==> src/logic/dcc_map.svh <==
// Register offsets, field positions and reset values of the dual comparator control block.
`ifndef DCC_MAP_SVH
`define DCC_MAP_SVH
`define DCC_ADDR_INTCTL 8'h0B
`define DCC_ADDR_PFLAGS 8'h0C
`define DCC_ADDR_PORT_A_DATA 8'h05
`define DCC_ADDR_CMPCTL 8'h1F
`define DCC_ADDR_PORT_A_DIRECTION 8'h85
`define DCC_ADDR_PENABLE 8'h8C
`define DCC_ADDR_VREFCTL 8'h9F
`define DCC_RST_INTCTL 8'h00
`define DCC_RST_PFLAGS 8'h00
`define DCC_RST_CMPCTL 8'h00
`define DCC_RST_PORT_A_DIRECTION 8'h1F
`define DCC_RST_PENABLE 8'h00
`define DCC_RST_VREFCTL 8'h00
`define DCC_RST_PORT_A_DATA 8'h00
`define DCC_BIT_FIRST_RES 6
`define DCC_BIT_SECOND_RES 7
`define DCC_BIT_INPUT_SW 3
`define DCC_BIT_CHANGE 6
`define DCC_BIT_PERIPHERAL_IRQ_ENABLE 6
`define DCC_BIT_GIE 7
`define DCC_MASK_CMPCTL_W 8'h0F
`define DCC_MASK_PFLAGS 8'h40
`define DCC_MASK_PENABLE 8'h40
`define DCC_MASK_PORT_A_DIRECTION 8'h1F
`define DCC_MASK_VREFCTL 8'hEF
`endif

==> src/logic/dcc_pkg.sv <==
// Types shared by the dual comparator control block.
package dcc_pkg;
  typedef enum logic [2:0] {
    DCC_MODE_RESET = 3'h0,
    DCC_MODE_ONE_IND = 3'h1,
    DCC_MODE_INT_REF = 3'h2,
    DCC_MODE_COMMON_REF = 3'h3,
    DCC_MODE_TWO_IND = 3'h4,
    DCC_MODE_ONE_ONLY = 3'h5,
    DCC_MODE_OUT_PINS = 3'h6,
    DCC_MODE_OFF = 3'h7
  } dcc_mode_t;
  typedef struct packed {
    logic [7:0] intctl;
    logic [7:0] pflags;
    logic [7:0] cmpctl;
    logic [7:0] port_a_direction;
    logic [7:0] penable;
    logic [7:0] vrefctl;
    logic [7:0] port_a_data;
    logic [1:0] sync1;
    logic [1:0] sync2;
    logic [1:0] latch;
    logic [7:0] rdata;
  } dcc_state_t;
endpackage

==> src/logic/dcc_ctrl.sv <==
// Dual comparator control: registers, result sync, change detect and pin muxing.
//
// Summary of operation
// - Result bit high when plus exceeds minus.
// - Mode 010 routes internal reference to plus.
// - Results read in bits 7:6, write-proof.
// - Mode 110 puts raw results on pins 3,4.
// - Direction bits still gate those pin drivers.
// - Analog-configured port pins read as zero.
// - Result change sets change flag, except in a control access cycle.
// - Software writes 0 clears, 1 sets flag.
// - Interrupt needs flag and all three enables.
// - Flag sets even with enables clear.
// - Change during control read may be missed.
// - Mismatch persists until control register accessed.
// - Comparators run in sleep; interrupt wakes.
// - Mode 111 powers down both comparators.
// - Wake from sleep leaves control unchanged.
// - Reset loads mode 000, comparators powered on.
`include "dcc_map.svh"
`timescale 1ns/1ps
`default_nettype none
module dcc_ctrl
  import dcc_pkg::*;
(
  input wire logic core_clk,
  input wire logic rst_b,
  input wire logic [7:0] reg_addr,
  input wire logic [7:0] reg_wdata,
  input wire logic reg_wr,
  input wire logic reg_rd,
  output logic [7:0] reg_rdata,
  input wire logic [1:0] cmp_raw,
  input wire logic [4:0] port_a_pin_in,
  input wire logic sleep_active,
  output logic [4:0] port_a_pin_out,
  output logic [4:0] port_a_pin_oe,
  output logic [2:0] mode_field,
  output logic input_switch_bit,
  output logic int_ref_to_plus,
  output logic cmp_power_on,
  output logic [7:0] vref_control,
  output logic irq_req,
  output logic wake_req
);

  // ==========================================================
  // Helpers
  // ==========================================================

  // Pins that the comparator mode takes as analog inputs.
  function automatic logic [4:0] analog_pins(input logic [2:0] m);
    case (m)
      3'h0, 3'h2, 3'h3, 3'h4: analog_pins = 5'h0F;
      3'h1, 3'h6: analog_pins = 5'h07;
      3'h5: analog_pins = 5'h03;
      3'h7: analog_pins = 5'h00;
      default: analog_pins = 5'h0F;
    endcase
  endfunction

  function automatic logic addr_is(input logic [7:0] a, input logic [7:0] b);
    addr_is = (a == b);
  endfunction

  // ==========================================================
  // State
  // ==========================================================
  dcc_state_t st_r;
  dcc_state_t st_nxt;
  logic cmp_access;
  logic mismatch;
  logic [1:0] live;
  logic [1:0] pin_sync1_r;
  logic [1:0] pin_sync2_r;

  assign live = st_r.sync2;
  assign mismatch = (live != st_r.latch);
  assign cmp_access = (reg_wr || reg_rd) && addr_is(reg_addr, `DCC_ADDR_CMPCTL);

  always_comb
  begin
    logic [4:0] an;
    logic [7:0] rd;
    an = analog_pins(st_r.cmpctl[2:0]);
    rd = 8'h00;
    st_nxt = st_r;
    st_nxt.sync1 = cmp_raw;
    st_nxt.sync2 = st_r.sync1;
    if (cmp_access)
    begin
      st_nxt.latch = live;
    end
    if (reg_wr)
    begin
      case (reg_addr)
        `DCC_ADDR_INTCTL: st_nxt.intctl = reg_wdata;
        `DCC_ADDR_PFLAGS: st_nxt.pflags = reg_wdata & `DCC_MASK_PFLAGS;
        `DCC_ADDR_CMPCTL: st_nxt.cmpctl = reg_wdata & `DCC_MASK_CMPCTL_W;
        `DCC_ADDR_PORT_A_DIRECTION: st_nxt.port_a_direction = reg_wdata & `DCC_MASK_PORT_A_DIRECTION;
        `DCC_ADDR_PENABLE: st_nxt.penable = reg_wdata & `DCC_MASK_PENABLE;
        `DCC_ADDR_VREFCTL: st_nxt.vrefctl = reg_wdata & `DCC_MASK_VREFCTL;
        `DCC_ADDR_PORT_A_DATA: st_nxt.port_a_data = reg_wdata & `DCC_MASK_PORT_A_DIRECTION;
        default: st_nxt.port_a_data = st_r.port_a_data;
      endcase
    end
    // mismatch keeps setting; set wins over clear
    // access may miss change
    // A change that lands in the cycle of a control access goes into the latch unflagged.
    // That is the permitted miss; software that reads the results sees the new value anyway.
    if (mismatch && !cmp_access)
    begin
      st_nxt.pflags[`DCC_BIT_CHANGE] = 1'b1;
    end
    if (reg_rd)
    begin
      case (reg_addr)
        `DCC_ADDR_INTCTL: rd = st_r.intctl;
        `DCC_ADDR_PFLAGS: rd = st_r.pflags;
        `DCC_ADDR_CMPCTL: rd = {live, st_r.cmpctl[5:0]};
        `DCC_ADDR_PORT_A_DIRECTION: rd = st_r.port_a_direction;
        `DCC_ADDR_PENABLE: rd = st_r.penable;
        `DCC_ADDR_VREFCTL: rd = st_r.vrefctl;
        `DCC_ADDR_PORT_A_DATA: rd = {6'h00, pin_sync2_r & ~an[1:0]};
        default: rd = 8'h00;
      endcase
    end
    st_nxt.rdata = rd;
  end

  always_ff @(posedge core_clk or negedge rst_b)
  begin
    if (!rst_b)
    begin
      st_r <= '{intctl: `DCC_RST_INTCTL, pflags: `DCC_RST_PFLAGS, cmpctl: `DCC_RST_CMPCTL,
                port_a_direction: `DCC_RST_PORT_A_DIRECTION, penable: `DCC_RST_PENABLE, vrefctl: `DCC_RST_VREFCTL,
                port_a_data: `DCC_RST_PORT_A_DATA, sync1: 2'h0, sync2: 2'h0, latch: 2'h0, rdata: 8'h00};
      pin_sync1_r <= 2'h0;
      pin_sync2_r <= 2'h0;
    end
    else
    begin
      st_r <= st_nxt;
      pin_sync1_r <= port_a_pin_in[1:0];
      pin_sync2_r <= pin_sync1_r;
    end
  end

  // ==========================================================
  // Outputs
  // ==========================================================
  assign reg_rdata = st_r.rdata;
  assign mode_field = st_r.cmpctl[2:0];
  assign input_switch_bit = st_r.cmpctl[`DCC_BIT_INPUT_SW];
  assign vref_control = st_r.vrefctl;
  assign int_ref_to_plus = (st_r.cmpctl[2:0] == DCC_MODE_INT_REF);
  assign cmp_power_on = (st_r.cmpctl[2:0] != DCC_MODE_OFF);
  assign irq_req = st_r.pflags[`DCC_BIT_CHANGE] && st_r.penable[`DCC_BIT_CHANGE] &&
                   st_r.intctl[`DCC_BIT_PERIPHERAL_IRQ_ENABLE] && st_r.intctl[`DCC_BIT_GIE];
  assign wake_req = sleep_active && st_r.pflags[`DCC_BIT_CHANGE] && st_r.penable[`DCC_BIT_CHANGE];

  // raw results on pins 3 and 4; polarity is the analog core's
  // Pin data is a combinational mux so the raw result reaches the pin unsynchronised.
  always_comb
  begin
    port_a_pin_out = st_r.port_a_data[4:0];
    if (st_r.cmpctl[2:0] == DCC_MODE_OUT_PINS)
    begin
      port_a_pin_out[3] = cmp_raw[0];
      port_a_pin_out[4] = cmp_raw[1];
    end
  end
  assign port_a_pin_oe = ~st_r.port_a_direction[4:0];
endmodule
`default_nettype wire

==> config.mk <==
export PLATFORM = sky130hd
export DESIGN_NAME = dcc_ctrl
export DESIGN_NICKNAME = d
export VERILOG_FILES = /design/src/logic/dcc_pkg.sv /design/src/logic/dcc_ctrl.sv
export VERILOG_INCLUDE_DIRS = /design/src /design/src/logic
export SDC_FILE = /design/constraint.sdc
export NUM_CORES = 1
export LEC_CHECK = 0
export ABC_AREA = 1
export BUFFER_PORTS_ARGS = -buffer_cell sky130_fd_sc_hd__buf_4
export CORE_ASPECT_RATIO = 1.4
export CORE_MARGIN = 5
export CORE_UTILIZATION = 45
export CTS_CLUSTER_DIAMETER = 30
export DETAILED_ROUTE_END_ITERATION = 10
export PLACE_DENSITY = 0.8
export SLEW_MARGIN = 20
export SYNTH_ARGS = -nofsm -noshare
export SYNTH_HDL_FRONTEND = slang
export SYNTH_SLANG_ARGS = --single-unit
==> constraint.sdc <==
create_clock -name core_clk -period 2.35 [get_ports core_clk]
set_input_delay 0.3525 -clock core_clk [delete_from_list [all_inputs] [get_ports core_clk]]
set_output_delay 0.3525 -clock core_clk [all_outputs]
set_load 0.005 [all_outputs]
Word level (Yosys, flattened, before mapping)
Memories as Yosys holds them, arrays and structs flattened.
Cells that the tools add are included.
Word-level totals
  flip-flop bits (word level): 49
  ROM bits: 32
  output and inout port bits: 34
  input port bits: 28
  memories kept: 1
  logic and storage cells: 57
Memory list
  (name not given): depth 8, bits a word 4, read ports 1, clocked after Yosys merged registers in 0, wr ports 0, RTL line dcc_ctrl.sv:53  | case (m)
Cells by class
  bitwise logic cells: 3
  reduce and logical (&&, ||, !) cells: 18
  equality and inequality tests: 11
  muxes and demuxes: 11
Operator list (number)
  $pmux 8 s7: 1
  $mux 47: 1
  $eq 8x8->1 const B: 3
  $eq 8x4->1 const B: 2
  $mux 8: 2
  $mux 7: 2
  $reduce_and 2->1: 7
  $mux 5: 2
  $eq 8x3->1 const B: 1
  $eq 8x5->1 const B: 1
  $logic_and 1x1->1: 7
  $not 5->5: 1
  $mux 4: 1
  $reduce_bool 2->1: 2
  $eq 3x2->1 const B: 1
  $eq 3x3->1 const B: 1
  $ne 3x3->1 const B: 1
  $and 2x2->2: 1
  $mux 2: 1
  $ne 2x2->1: 1
  $not 2->2: 1
  $logic_not 1->1: 1
  $logic_or 1x1->1: 1
  $mux 1: 1

Logic depth before layout (Yosys ltp)
Gate-level depths: netlist of the first run.
  depth in word-level cells: 6
  depth in mapped cells: 9
  depth with buffers taken out: 9

Worst setup path after synthesis of the first run
OpenSTA, ideal clock, no wires.
  path kind: in2reg
  start: in reg_addr[6]
  end: reg st_r (netlist bit vref_control[2])
  data required time: 2.231 ns
  buffers on the path: 1
  stages: 8
  slack: 1.052 ns
  setup time: 0.119 ns
  arrival: 1.179 ns
  cell sequence: inv_1 nand2_1 nor2_1 nand2_1 nor2_2 buf_4 nand2_1 o21a_1
On the way
  longest elaborated chain between the ends: 2
Ends and longest elaborated chain
  from (decl): RTL line dcc_ctrl.sv:28  | input wire logic [7:0] reg_addr,
  $eq 8x8->1: RTL line dcc_ctrl.sv:96  | case (reg_addr)
  $reduce_and 2->1 (no source line)
  to (signal assigned): RTL line dcc_ctrl.sv:135  | st_r <= '{intctl: `DCC_RST_INTCTL, pflags: `DCC_RST_PFLAGS, cmpctl: `DCC_RST_CMPCTL,
  to (signal assigned): RTL line dcc_ctrl.sv:143  | st_r <= st_nxt;
  to (decl): RTL line dcc_ctrl.sv:69  | dcc_state_t st_r;
Every way passes these cells.
A chain may end at the register's enable or synchronous reset.

Worst setup path after layout of the first run
  start: reg st_r (netlist bit mode_field[2])
  end: out port_a_pin_out[4]
On the way
  longest elaborated chain between the ends: 2
Ends and longest elaborated chain
  $eq 3x3->1: RTL line dcc_ctrl.sv:167  | if (st_r.cmpctl[2:0] == DCC_MODE_OUT_PINS)
  $mux 2: RTL line dcc_ctrl.sv:167
  to (decl): RTL line dcc_ctrl.sv:36  | output logic [4:0] port_a_pin_out,
Every way passes these cells.

==> results of run 1 <==
## layer usage
layer	part of all wire [%]	routed length [um]	GRT usage, %	up-vias
met2	52	2670	28.3	54
met5	0	0	0	-
met4	3.2	164	8.15	0
met1	39	2020	17.9	887
li1	-	-	-	971
met3	5.3	272	3.13	14
## final cells by class
class / count / area [um2] / share of cell area (%)
sequential: 49 / 1230 / 43.9
multi-input combinational: 180 / 820 / 29.2
timing repair buffer: 58 / 435 / 15.5
inverter: 41 / 154 / 5.48
tap: 66 / 82.6 / 2.94
clock buffer: 6 / 72.6 / 2.58
clock inverter: 2 / 13.8 / 0.490
## final timing paths
kind                                   from                 to  cells past startpoint  slack (ns)
setup / recovery              mode_field[2]  port_a_pin_out[4]                      3        0.62
hold / removal                        rst_b     pin_sync2_r[0]                      1        0.05
setup reg to reg              mode_field[2]       reg_rdata[0]                      6        1.22
hold reg to reg                  st_nxt[10]            live[0]                      0        0.36
max in group asynchronous             rst_b       reg_rdata[1]                      1        1.90
min in group core_clk      port_a_pin_in[1]     pin_sync1_r[1]                      1        0.16
## metrics by stage
| step | cells | instance area [um2] | util [%] | worst slack [ns] |
|---|---|---|---|---|
| after floorplan | 295 | 2390 | - | 1.05 |
| after global placement | 394 | 2720 | 52.8 | 0.575 |
| after detailed placement | 394 | 2720 | 52.8 | 0.507 |
| after CTS | 402 | 2810 | 54.5 | 0.605 |
| after global routing | 402 | 2810 | 54.5 | 0.516 |
| final | 402 | 2810 | 54.5 | 0.623 |
## cell usage after synthesis
master	number	share of area, %
a21oi_1	2	0.42
and2_1	1	0.26
buf_2	1	0.21
buf_4	24	7.5
conb_1	1	0.16
dfrtp_1	44	46
dfstp_2	5	5.5
inv_1	39	6.1
inv_2	2	0.31
mux2_2	2	0.94
nand2_1	87	14
nand3_1	17	3.6
nand4_1	1	0.26
nor2_1	26	4.1
nor2_2	1	0.26
nor2_4	1	0.47
nor3_1	2	0.42
nor4_4	1	0.89
o21a_1	6	1.9
o21ai_0	28	5.9
o21ai_1	2	0.42
xor2_1	2	0.73
## power groups by stage
| stage | Clock (W) | Combinational, W | Sequential, W |
|---|---|---|---|
| floorplan | 0 | 0.0000918 | 0.000929 |
| global placement | 0 | 0.000175 | 0.000937 |
| detailed placement | 0 | 0.000180 | 0.000938 |
| CTS | 0.000492 | 0.000181 | 0.000922 |
| global route | 0.000523 | 0.000202 | 0.000929 |
| finish | 0.000483 | 0.000177 | 0.000922 |
## flip-flops by register name, indices dropped and copies added (netlist names)
register,flops
st_r,19
reg_rdata,8
vref_control,7
mode_field,3
port_a_pin_out,3
live,2
pin_sync1_r,2
pin_sync2_r,2
st_nxt,2
input_switch_bit,1
## kinds of logic (layout without fill, tap and decap cells)
family | after synthesis | after routing
AO/OA/AOI/OAI | 38 | 38
XOR/XNOR | 2 | 2
buffers and inverters | 66 | 107
multiplexers | 2 | 2
AND/OR/NAND/NOR | 137 | 137
other | 1 | 1
flip-flops | 49 | 49
## worst max-delay path: stages, from the launching register on
cell	delay [ns]
dfrtp_1	0.46
nand3_1	0.15
mux2_2	0.34
buf_4	0.13
==> run summary, run 1 <==
ROUTING
--------------------------------------------------------------------------------------------
Routed wire length ............................................................      5.13 mm
DR iter-0 viols ...............................................................           80
Detailed-route vias per instance ..............................................         4.79
Wirelength per Cell ...........................................................      12.8 um
Antenna Violating Nets Remaining ..............................................            0
Drt drc .......................................................................            0
Overall via count from detail_route ...........................................         1926
Length of the first detailed-routing pass in iterations .......................            4

YOSYS
--------------------------------------------------------------------------------------------
Register area share after synthesis ...........................................        51.5%
Synthesized-area fraction occupied by adder cells .............................           0%
Main combinational cell family by area after synthesis ........................ simple AND/OR/NAND/NOR gates
Synthesized-area fraction occupied by xor and xnor cells ......................       0.733%
Post-synthesis mux area share .................................................       0.942%
Flip-flop and latch count after synthesis .....................................           49
Warnings from Yosys ...........................................................            0
Basic-gate share of the synthesized area counting and, or, nand and nor cells .        23.9%
Mapped cell area ..............................................................  0.00239 mm2
Count of unique library cells instantiated by Yosys ...........................           22
Post-Synthesis Net Count ......................................................          323
Gate count of the mapped netlist ..............................................          295
Synthesized-area fraction occupied by ao, oa, aoi and oai cells ...............        8.58%
Post-synthesis average cell area ..............................................     8.11 um2

FLOORPLANNING
--------------------------------------------------------------------------------------------
Die Ht ........................................................................      96.3 um
Number of placement rows ......................................................           31
IO Count ......................................................................           62
Die boundary width ............................................................      71.6 um
Die area ......................................................................  0.00689 mm2
Initial Utilization ...........................................................        46.3%
Core Region ...................................................................  0.00516 mm2

FINAL LAYOUT
--------------------------------------------------------------------------------------------
Filler instances ..............................................................          479
Area growth from synthesis to layout ..........................................        17.5%
Fraction of final layout cells with drive strength greater than 1 .............        22.9%
Net total in the final layout .................................................          363
Antenna diode instance count ..................................................            0
Commonest cells after routing, fill and taps aside ............................ nand2_1, buf_4, dfrtp_1
Commonest non-fill, non-tap cell in the layout ................................      nand2_1

CTS
--------------------------------------------------------------------------------------------
CTS tree ......................................................................         done
CTS buffer count ..............................................................            5
Clock-pin slew on the worst setup and hold paths ..............................      0.09 ns
Source-to-sink clock delay at the later pin of the worst-skew pair ............      0.30 ns
Clock root buffer .............................................................     clkbuf_8
Maximum clock path buffer count ...............................................            2
Post-CTS setup buffers ........................................................            0
Total number of clock tree sinks ..............................................           49
H-tree levels .................................................................            2
CTS Hold Bufs .................................................................            0
Number of instances resized during post-cts repair ............................            0

POWER AND IR DROP
--------------------------------------------------------------------------------------------
Static power due to leakage ...................................................      1.49 nW
Sw frac .......................................................................        24.8%
Tot Pwr .......................................................................    0.00158 W
Net switching power of the design .............................................   0.000393 W
Proportion of power drawn by the clock network ................................        30.5%
Sequential Power Share ........................................................        58.3%
Combinational share of power ..................................................        11.2%
Design internal power .........................................................    0.00119 W
IR drop worst, VDD ............................................................     0.455 mV
Power density of the placed cells .............................................   563 mW/mm2

WORST SETUP PATH
--------------------------------------------------------------------------------------------
Maximum fanout along the worst path ...........................................            6
Kind of critical path .........................................................   reg -> out
Data required, critical path ..................................................      2.00 ns
Critical path startpoint category .............................................     register
CP Data Arrival Time ..........................................................      1.37 ns
Kind of end point of the critical path ........................................   output pin

STA
--------------------------------------------------------------------------------------------
Final hold slack ..............................................................    0.0508 ns
Number of hold-slack violations in the final timing report ....................            0
Max Transition Viols Final ....................................................            0
Clock skew ....................................................................   0.00605 ns
Transition time of the tightest slew-check pin ................................     0.593 ns
Setup TNS .....................................................................         0 ns
Number of endpoints failing setup at the final stage ..........................            0
Clock period minus worst slack ................................................      1.73 ns
Maximum clock frequency .......................................................      579 MHz
Final clock period utilization by the worst path ..............................        73.5%
Unrepaired setup endpoints after global routing ...............................           no
Slew margin rel. ..............................................................        60.5%

HOLD PATH
--------------------------------------------------------------------------------------------
Worst hold path class .........................................................  in -> async

PLACED DESIGN
--------------------------------------------------------------------------------------------
Number of buffers added on ports ..............................................           57
Half-perimeter wire length after detailed placement ...........................      3.91 mm
Placer congestion estimate ....................................................        0.819

GLOBAL ROUTING
--------------------------------------------------------------------------------------------
All-layer global routing usage ................................................        15.9%
Global-route wire length before repair ........................................      8.45 mm
Remaining global-route overflow ...............................................            0
Maximum number of pins on one net before global-route repair ..................           50
Via count of the first global-routing pass ....................................         1900
Number of antenna violations at the first check in global routing .............            0

RUN
--------------------------------------------------------------------------------------------
Max_cap viols .................................................................            0

RUN STATUS
--------------------------------------------------------------------------------------------
Outcome .......................................................................    completed

Power figures use the tool's default switching activity.
==> inputs of run 2 (changes only) <==
==> constraint.sdc (replaced) <==
create_clock -name core_clk -period 1.59 [get_ports core_clk]
set_input_delay 0.2385 -clock core_clk [delete_from_list [all_inputs] [get_ports core_clk]]
set_output_delay 0.2385 -clock core_clk [all_outputs]
set_load 0.005 [all_outputs]
==> run 2 against run 1 <==
  * Clock power up 69%
  * Flip-flop and latch count unchanged
  * Clock skew down 0.0020 ns
  * Die area unchanged
  * Register-to-register slack worse by 0.84 ns
  * Sequential power up 48%
  * Critical path depth up 1
  * Design area up 3.6%
  * Clock-buffer cell count up 1
  * Hold slack worse by 0.012 ns
  * Largest cell class unchanged
  * Worst setup slack worse by 0.54 ns
==> run summary, run 2 (synthesized netlist as in run 1, its figures left out) <==
WORST SETUP PATH
---------------------------------------------------------------------------------
Maximum fanout along the worst path ................................            2   -4
Data required, critical path .......................................      1.35 ns   -0.65 ns
Worst path max stage delay .........................................      0.40 ns   -0.06 ns
Start of the worst register-to-register path ....................... mode_field[1]
CP Data Arrival Time ...............................................      1.27 ns   -0.10 ns
Kind of end point of the critical path .............................   output pin
Kind of critical path ..............................................   reg -> out
Highest-delay cell along the critical path .........................      dfrtp_1
Critical path cell sequence ........................................ inv_1, nand3_2, mux2_2, buf_4
Endpoint of the worst register-to-register path .................... reg_rdata[0]
Flop2flop setup slack ..............................................      0.38 ns   -0.84 ns
Critical path startpoint category ..................................     register
Worst R2R Path Depth ...............................................            7   +1

ROUTING
---------------------------------------------------------------------------------
Top layer in use ...................................................         met4
DR iter-0 viols ....................................................          165   +110%
Post-Route M1 WL ...................................................      1.99 mm   -1.7%
Detailed-route vias per instance ...................................         4.84   +1.1%
Length of the first detailed-routing pass in iterations ............            4   unchanged
Antenna Violating Nets Remaining ...................................            0   unchanged
Overall via count from detail_route ................................         1995   +3.6%
Drt drc ............................................................            0   unchanged
Routed wire length .................................................      5.38 mm   +5.0%
Met2 wirelength from detailed routing ..............................      2.91 mm   +9.3%
Wirelength per Cell ................................................      13.1 um   +2.5%
Metal3 WL ..........................................................       334 um   +23%

FINAL LAYOUT
---------------------------------------------------------------------------------
Max reg flops ......................................................           19   unchanged
Fraction of final layout cells with drive strength greater than 1 ..        25.4%   +2.5 points
Area growth from synthesis to layout ...............................        21.8%
Commonest cells after routing, fill and taps aside ................. nand2_1, buf_4, dfrtp_1
Net total in the final layout ......................................          373   +2.8%
Commonest non-fill, non-tap cell in the layout .....................      nand2_1
Filler instances ...................................................          495   +3.3%
Biggest register ...................................................         st_r
Antenna diode instance count .......................................            0   unchanged

CTS
---------------------------------------------------------------------------------
Clock root buffer ..................................................     clkbuf_8
Source-to-sink clock delay at the later pin of the worst-skew pair .      0.30 ns   about the same
CTS buffer count ...................................................            5   unchanged
Maximum clock path buffer count ....................................            2   unchanged
CTS tree ...........................................................         done
Total number of clock tree sinks ...................................           49   unchanged
Clock-pin slew on the worst setup and hold paths ...................      0.09 ns   about the same
H-tree levels ......................................................            2   unchanged

POWER AND IR DROP
---------------------------------------------------------------------------------
IR drop worst, VDD .................................................     0.569 mV   +25%
Sequential Power Share .............................................        55.2%   -3.1 points
Tot Pwr ............................................................    0.00246 W   +55%
Power density of the placed cells ..................................   844 mW/mm2   +50%
Net switching power of the design ..................................   0.000599 W   +52%
Sw frac ............................................................        24.4%   -0.46 points
Proportion of power drawn by the clock network .....................        33.1%   +2.6 points
Static power due to leakage ........................................      1.55 nW   +4.0%
Design internal power ..............................................    0.00186 W   +56%
Combinational share of power .......................................        11.6%   +0.4 points

GLOBAL ROUTING
---------------------------------------------------------------------------------
Remaining global-route overflow ....................................            0   unchanged
All-layer global routing usage .....................................        17.0%   +1.1 points
Global-route wire length before repair .............................      9.06 mm   +7.3%
Maximum number of pins on one net before global-route repair .......           50   unchanged
Via count of the first global-routing pass .........................         1996   +5.1%
Number of antenna violations at the first check in global routing ..            0   unchanged

STA
---------------------------------------------------------------------------------
Unrepaired setup endpoints after global routing ....................           no
Slew margin rel. ...................................................        60.9%   +0.43 points
Clock period minus worst slack .....................................      1.51 ns
Number of endpoints failing setup at the final stage ...............            0   unchanged
Maximum clock frequency ............................................      664 MHz
Number of hold-slack violations in the final timing report .........            0   unchanged
Max Transition Viols Final .........................................            0   unchanged
Final clock period utilization by the worst path ...................        94.8%
Clock skew .........................................................   0.00410 ns   -0.00195 ns
Transition time of the tightest slew-check pin .....................     0.587 ns   -0.00640 ns
Setup TNS ..........................................................         0 ns   unchanged

PLACED DESIGN
---------------------------------------------------------------------------------
Number of buffers added on ports ...................................           57   unchanged
Placer congestion estimate .........................................        0.829   +1.2%
Half-perimeter wire length after detailed placement ................      4.08 mm   +4.2%

FLOORPLANNING
---------------------------------------------------------------------------------
IO Count ...........................................................           62   unchanged
Die boundary width .................................................      71.6 um   unchanged
Die area ...........................................................  0.00689 mm2   unchanged
Die Ht .............................................................      96.3 um   unchanged
Initial Utilization ................................................        46.3%   unchanged
Number of placement rows ...........................................           31   unchanged
Core Region ........................................................  0.00516 mm2   unchanged

HOLD PATH
---------------------------------------------------------------------------------
WHS Path Cells .....................................................            1
Worst hold path class ..............................................    in -> reg
Terminating pin of the worst hold path ............................. pin_sync1_r[0]
Hold_sp ............................................................ port_a_pin_in[0]

RUN STATUS
---------------------------------------------------------------------------------
Outcome ............................................................    completed

RUN
---------------------------------------------------------------------------------
Max_cap viols ......................................................            0   unchanged

==> run 2: changes by cell type in the layout (fill, tap and decap cells not counted), sizes merged <==
cell / change
buf: +9
clkbuf: +1
clkinv: -1
dlygate4sd3: +1
==> run 2: power groups by stage <==
stage / Clock (W) / Combinational, W / Sequential [W]
after floorplan: 0 / 0.000136 / 0.00137
after global placement: 0 / 0.000268 / 0.00138
after detailed placement: 0 / 0.000276 / 0.00138
after CTS: 0.000831 / 0.000291 / 0.00136
after global routing: 0.000867 / 0.000325 / 0.00137
final: 0.000814 / 0.000286 / 0.00136
==> run 2: through the flow <==
stage | hold WS [ns] | cell area [um2] | cells | worst slack [ns] | utilization, %
finish | 0.0393 | 2910 | 412 | 0.0832 | 56.4
global placement | 0.274 | 2780 | 401 | 0.138 | 53.8
floorplan | -0.0571 | 2390 | 295 | 0.406 | -
detailed placement | 0.282 | 2780 | 401 | 0.0954 | 53.8
CTS | 0.0312 | 2910 | 412 | 0.0287 | 56.3
global route | 0.0303 | 2910 | 412 | 0.00720 | 56.4
==> run 2: worst max-delay path, delay by kind of cell, from the launching register on <==
| family | cells | cell delay, ns |
|---|---|---|
| buffers and inverters | 2 | 0.22 |
| flip-flops | 1 | 0.40 |
| multiplexers | 1 | 0.27 |
| AND/OR/NAND/NOR | 1 | 0.08 |
==> run 2: layout make-up <==
class                      count  area [um2]  share of cell area [%]
sequential                    49        1230                    42.3
multi-input combinational    180         825                    28.3
timing repair buffer          68         513                    17.6
inverter                      41         154                    5.29
clock buffer                   7        96.3                    3.31
tap                           66        82.6                    2.84
clock inverter                 1        8.76                   0.301
==> run 2: metal layers <==
metal | track usage [%] | up-vias
met4 | 9.40 | 0
li1 | - | 986
met1 | 18.9 | 929
met5 | 0 | -
met2 | 30.9 | 69
met3 | 2.30 | 11
==> run 2: worst max-delay path by stage <==
stage / from / endpoint / cells past startpoint
floorplan: reg_addr[6] / vref_control[2] / 8
global placement: reg_addr[6] / vref_control[0] / 9
detailed placement: reg_addr[6] / vref_control[0] / 9
CTS: mode_field[0] / port_a_pin_out[4] / 4
global route: mode_field[0] / port_a_pin_out[4] / 4
finish: mode_field[0] / port_a_pin_out[4] / 4
==> run 2: repair_timing <==
action	4_1_cts	5_1_grt
buffers inserted	2	0
endpoints found under the setup margin	2	2
hold buffers	1	0
gates resized for setup	0	1
hold endpoints to repair	44	0
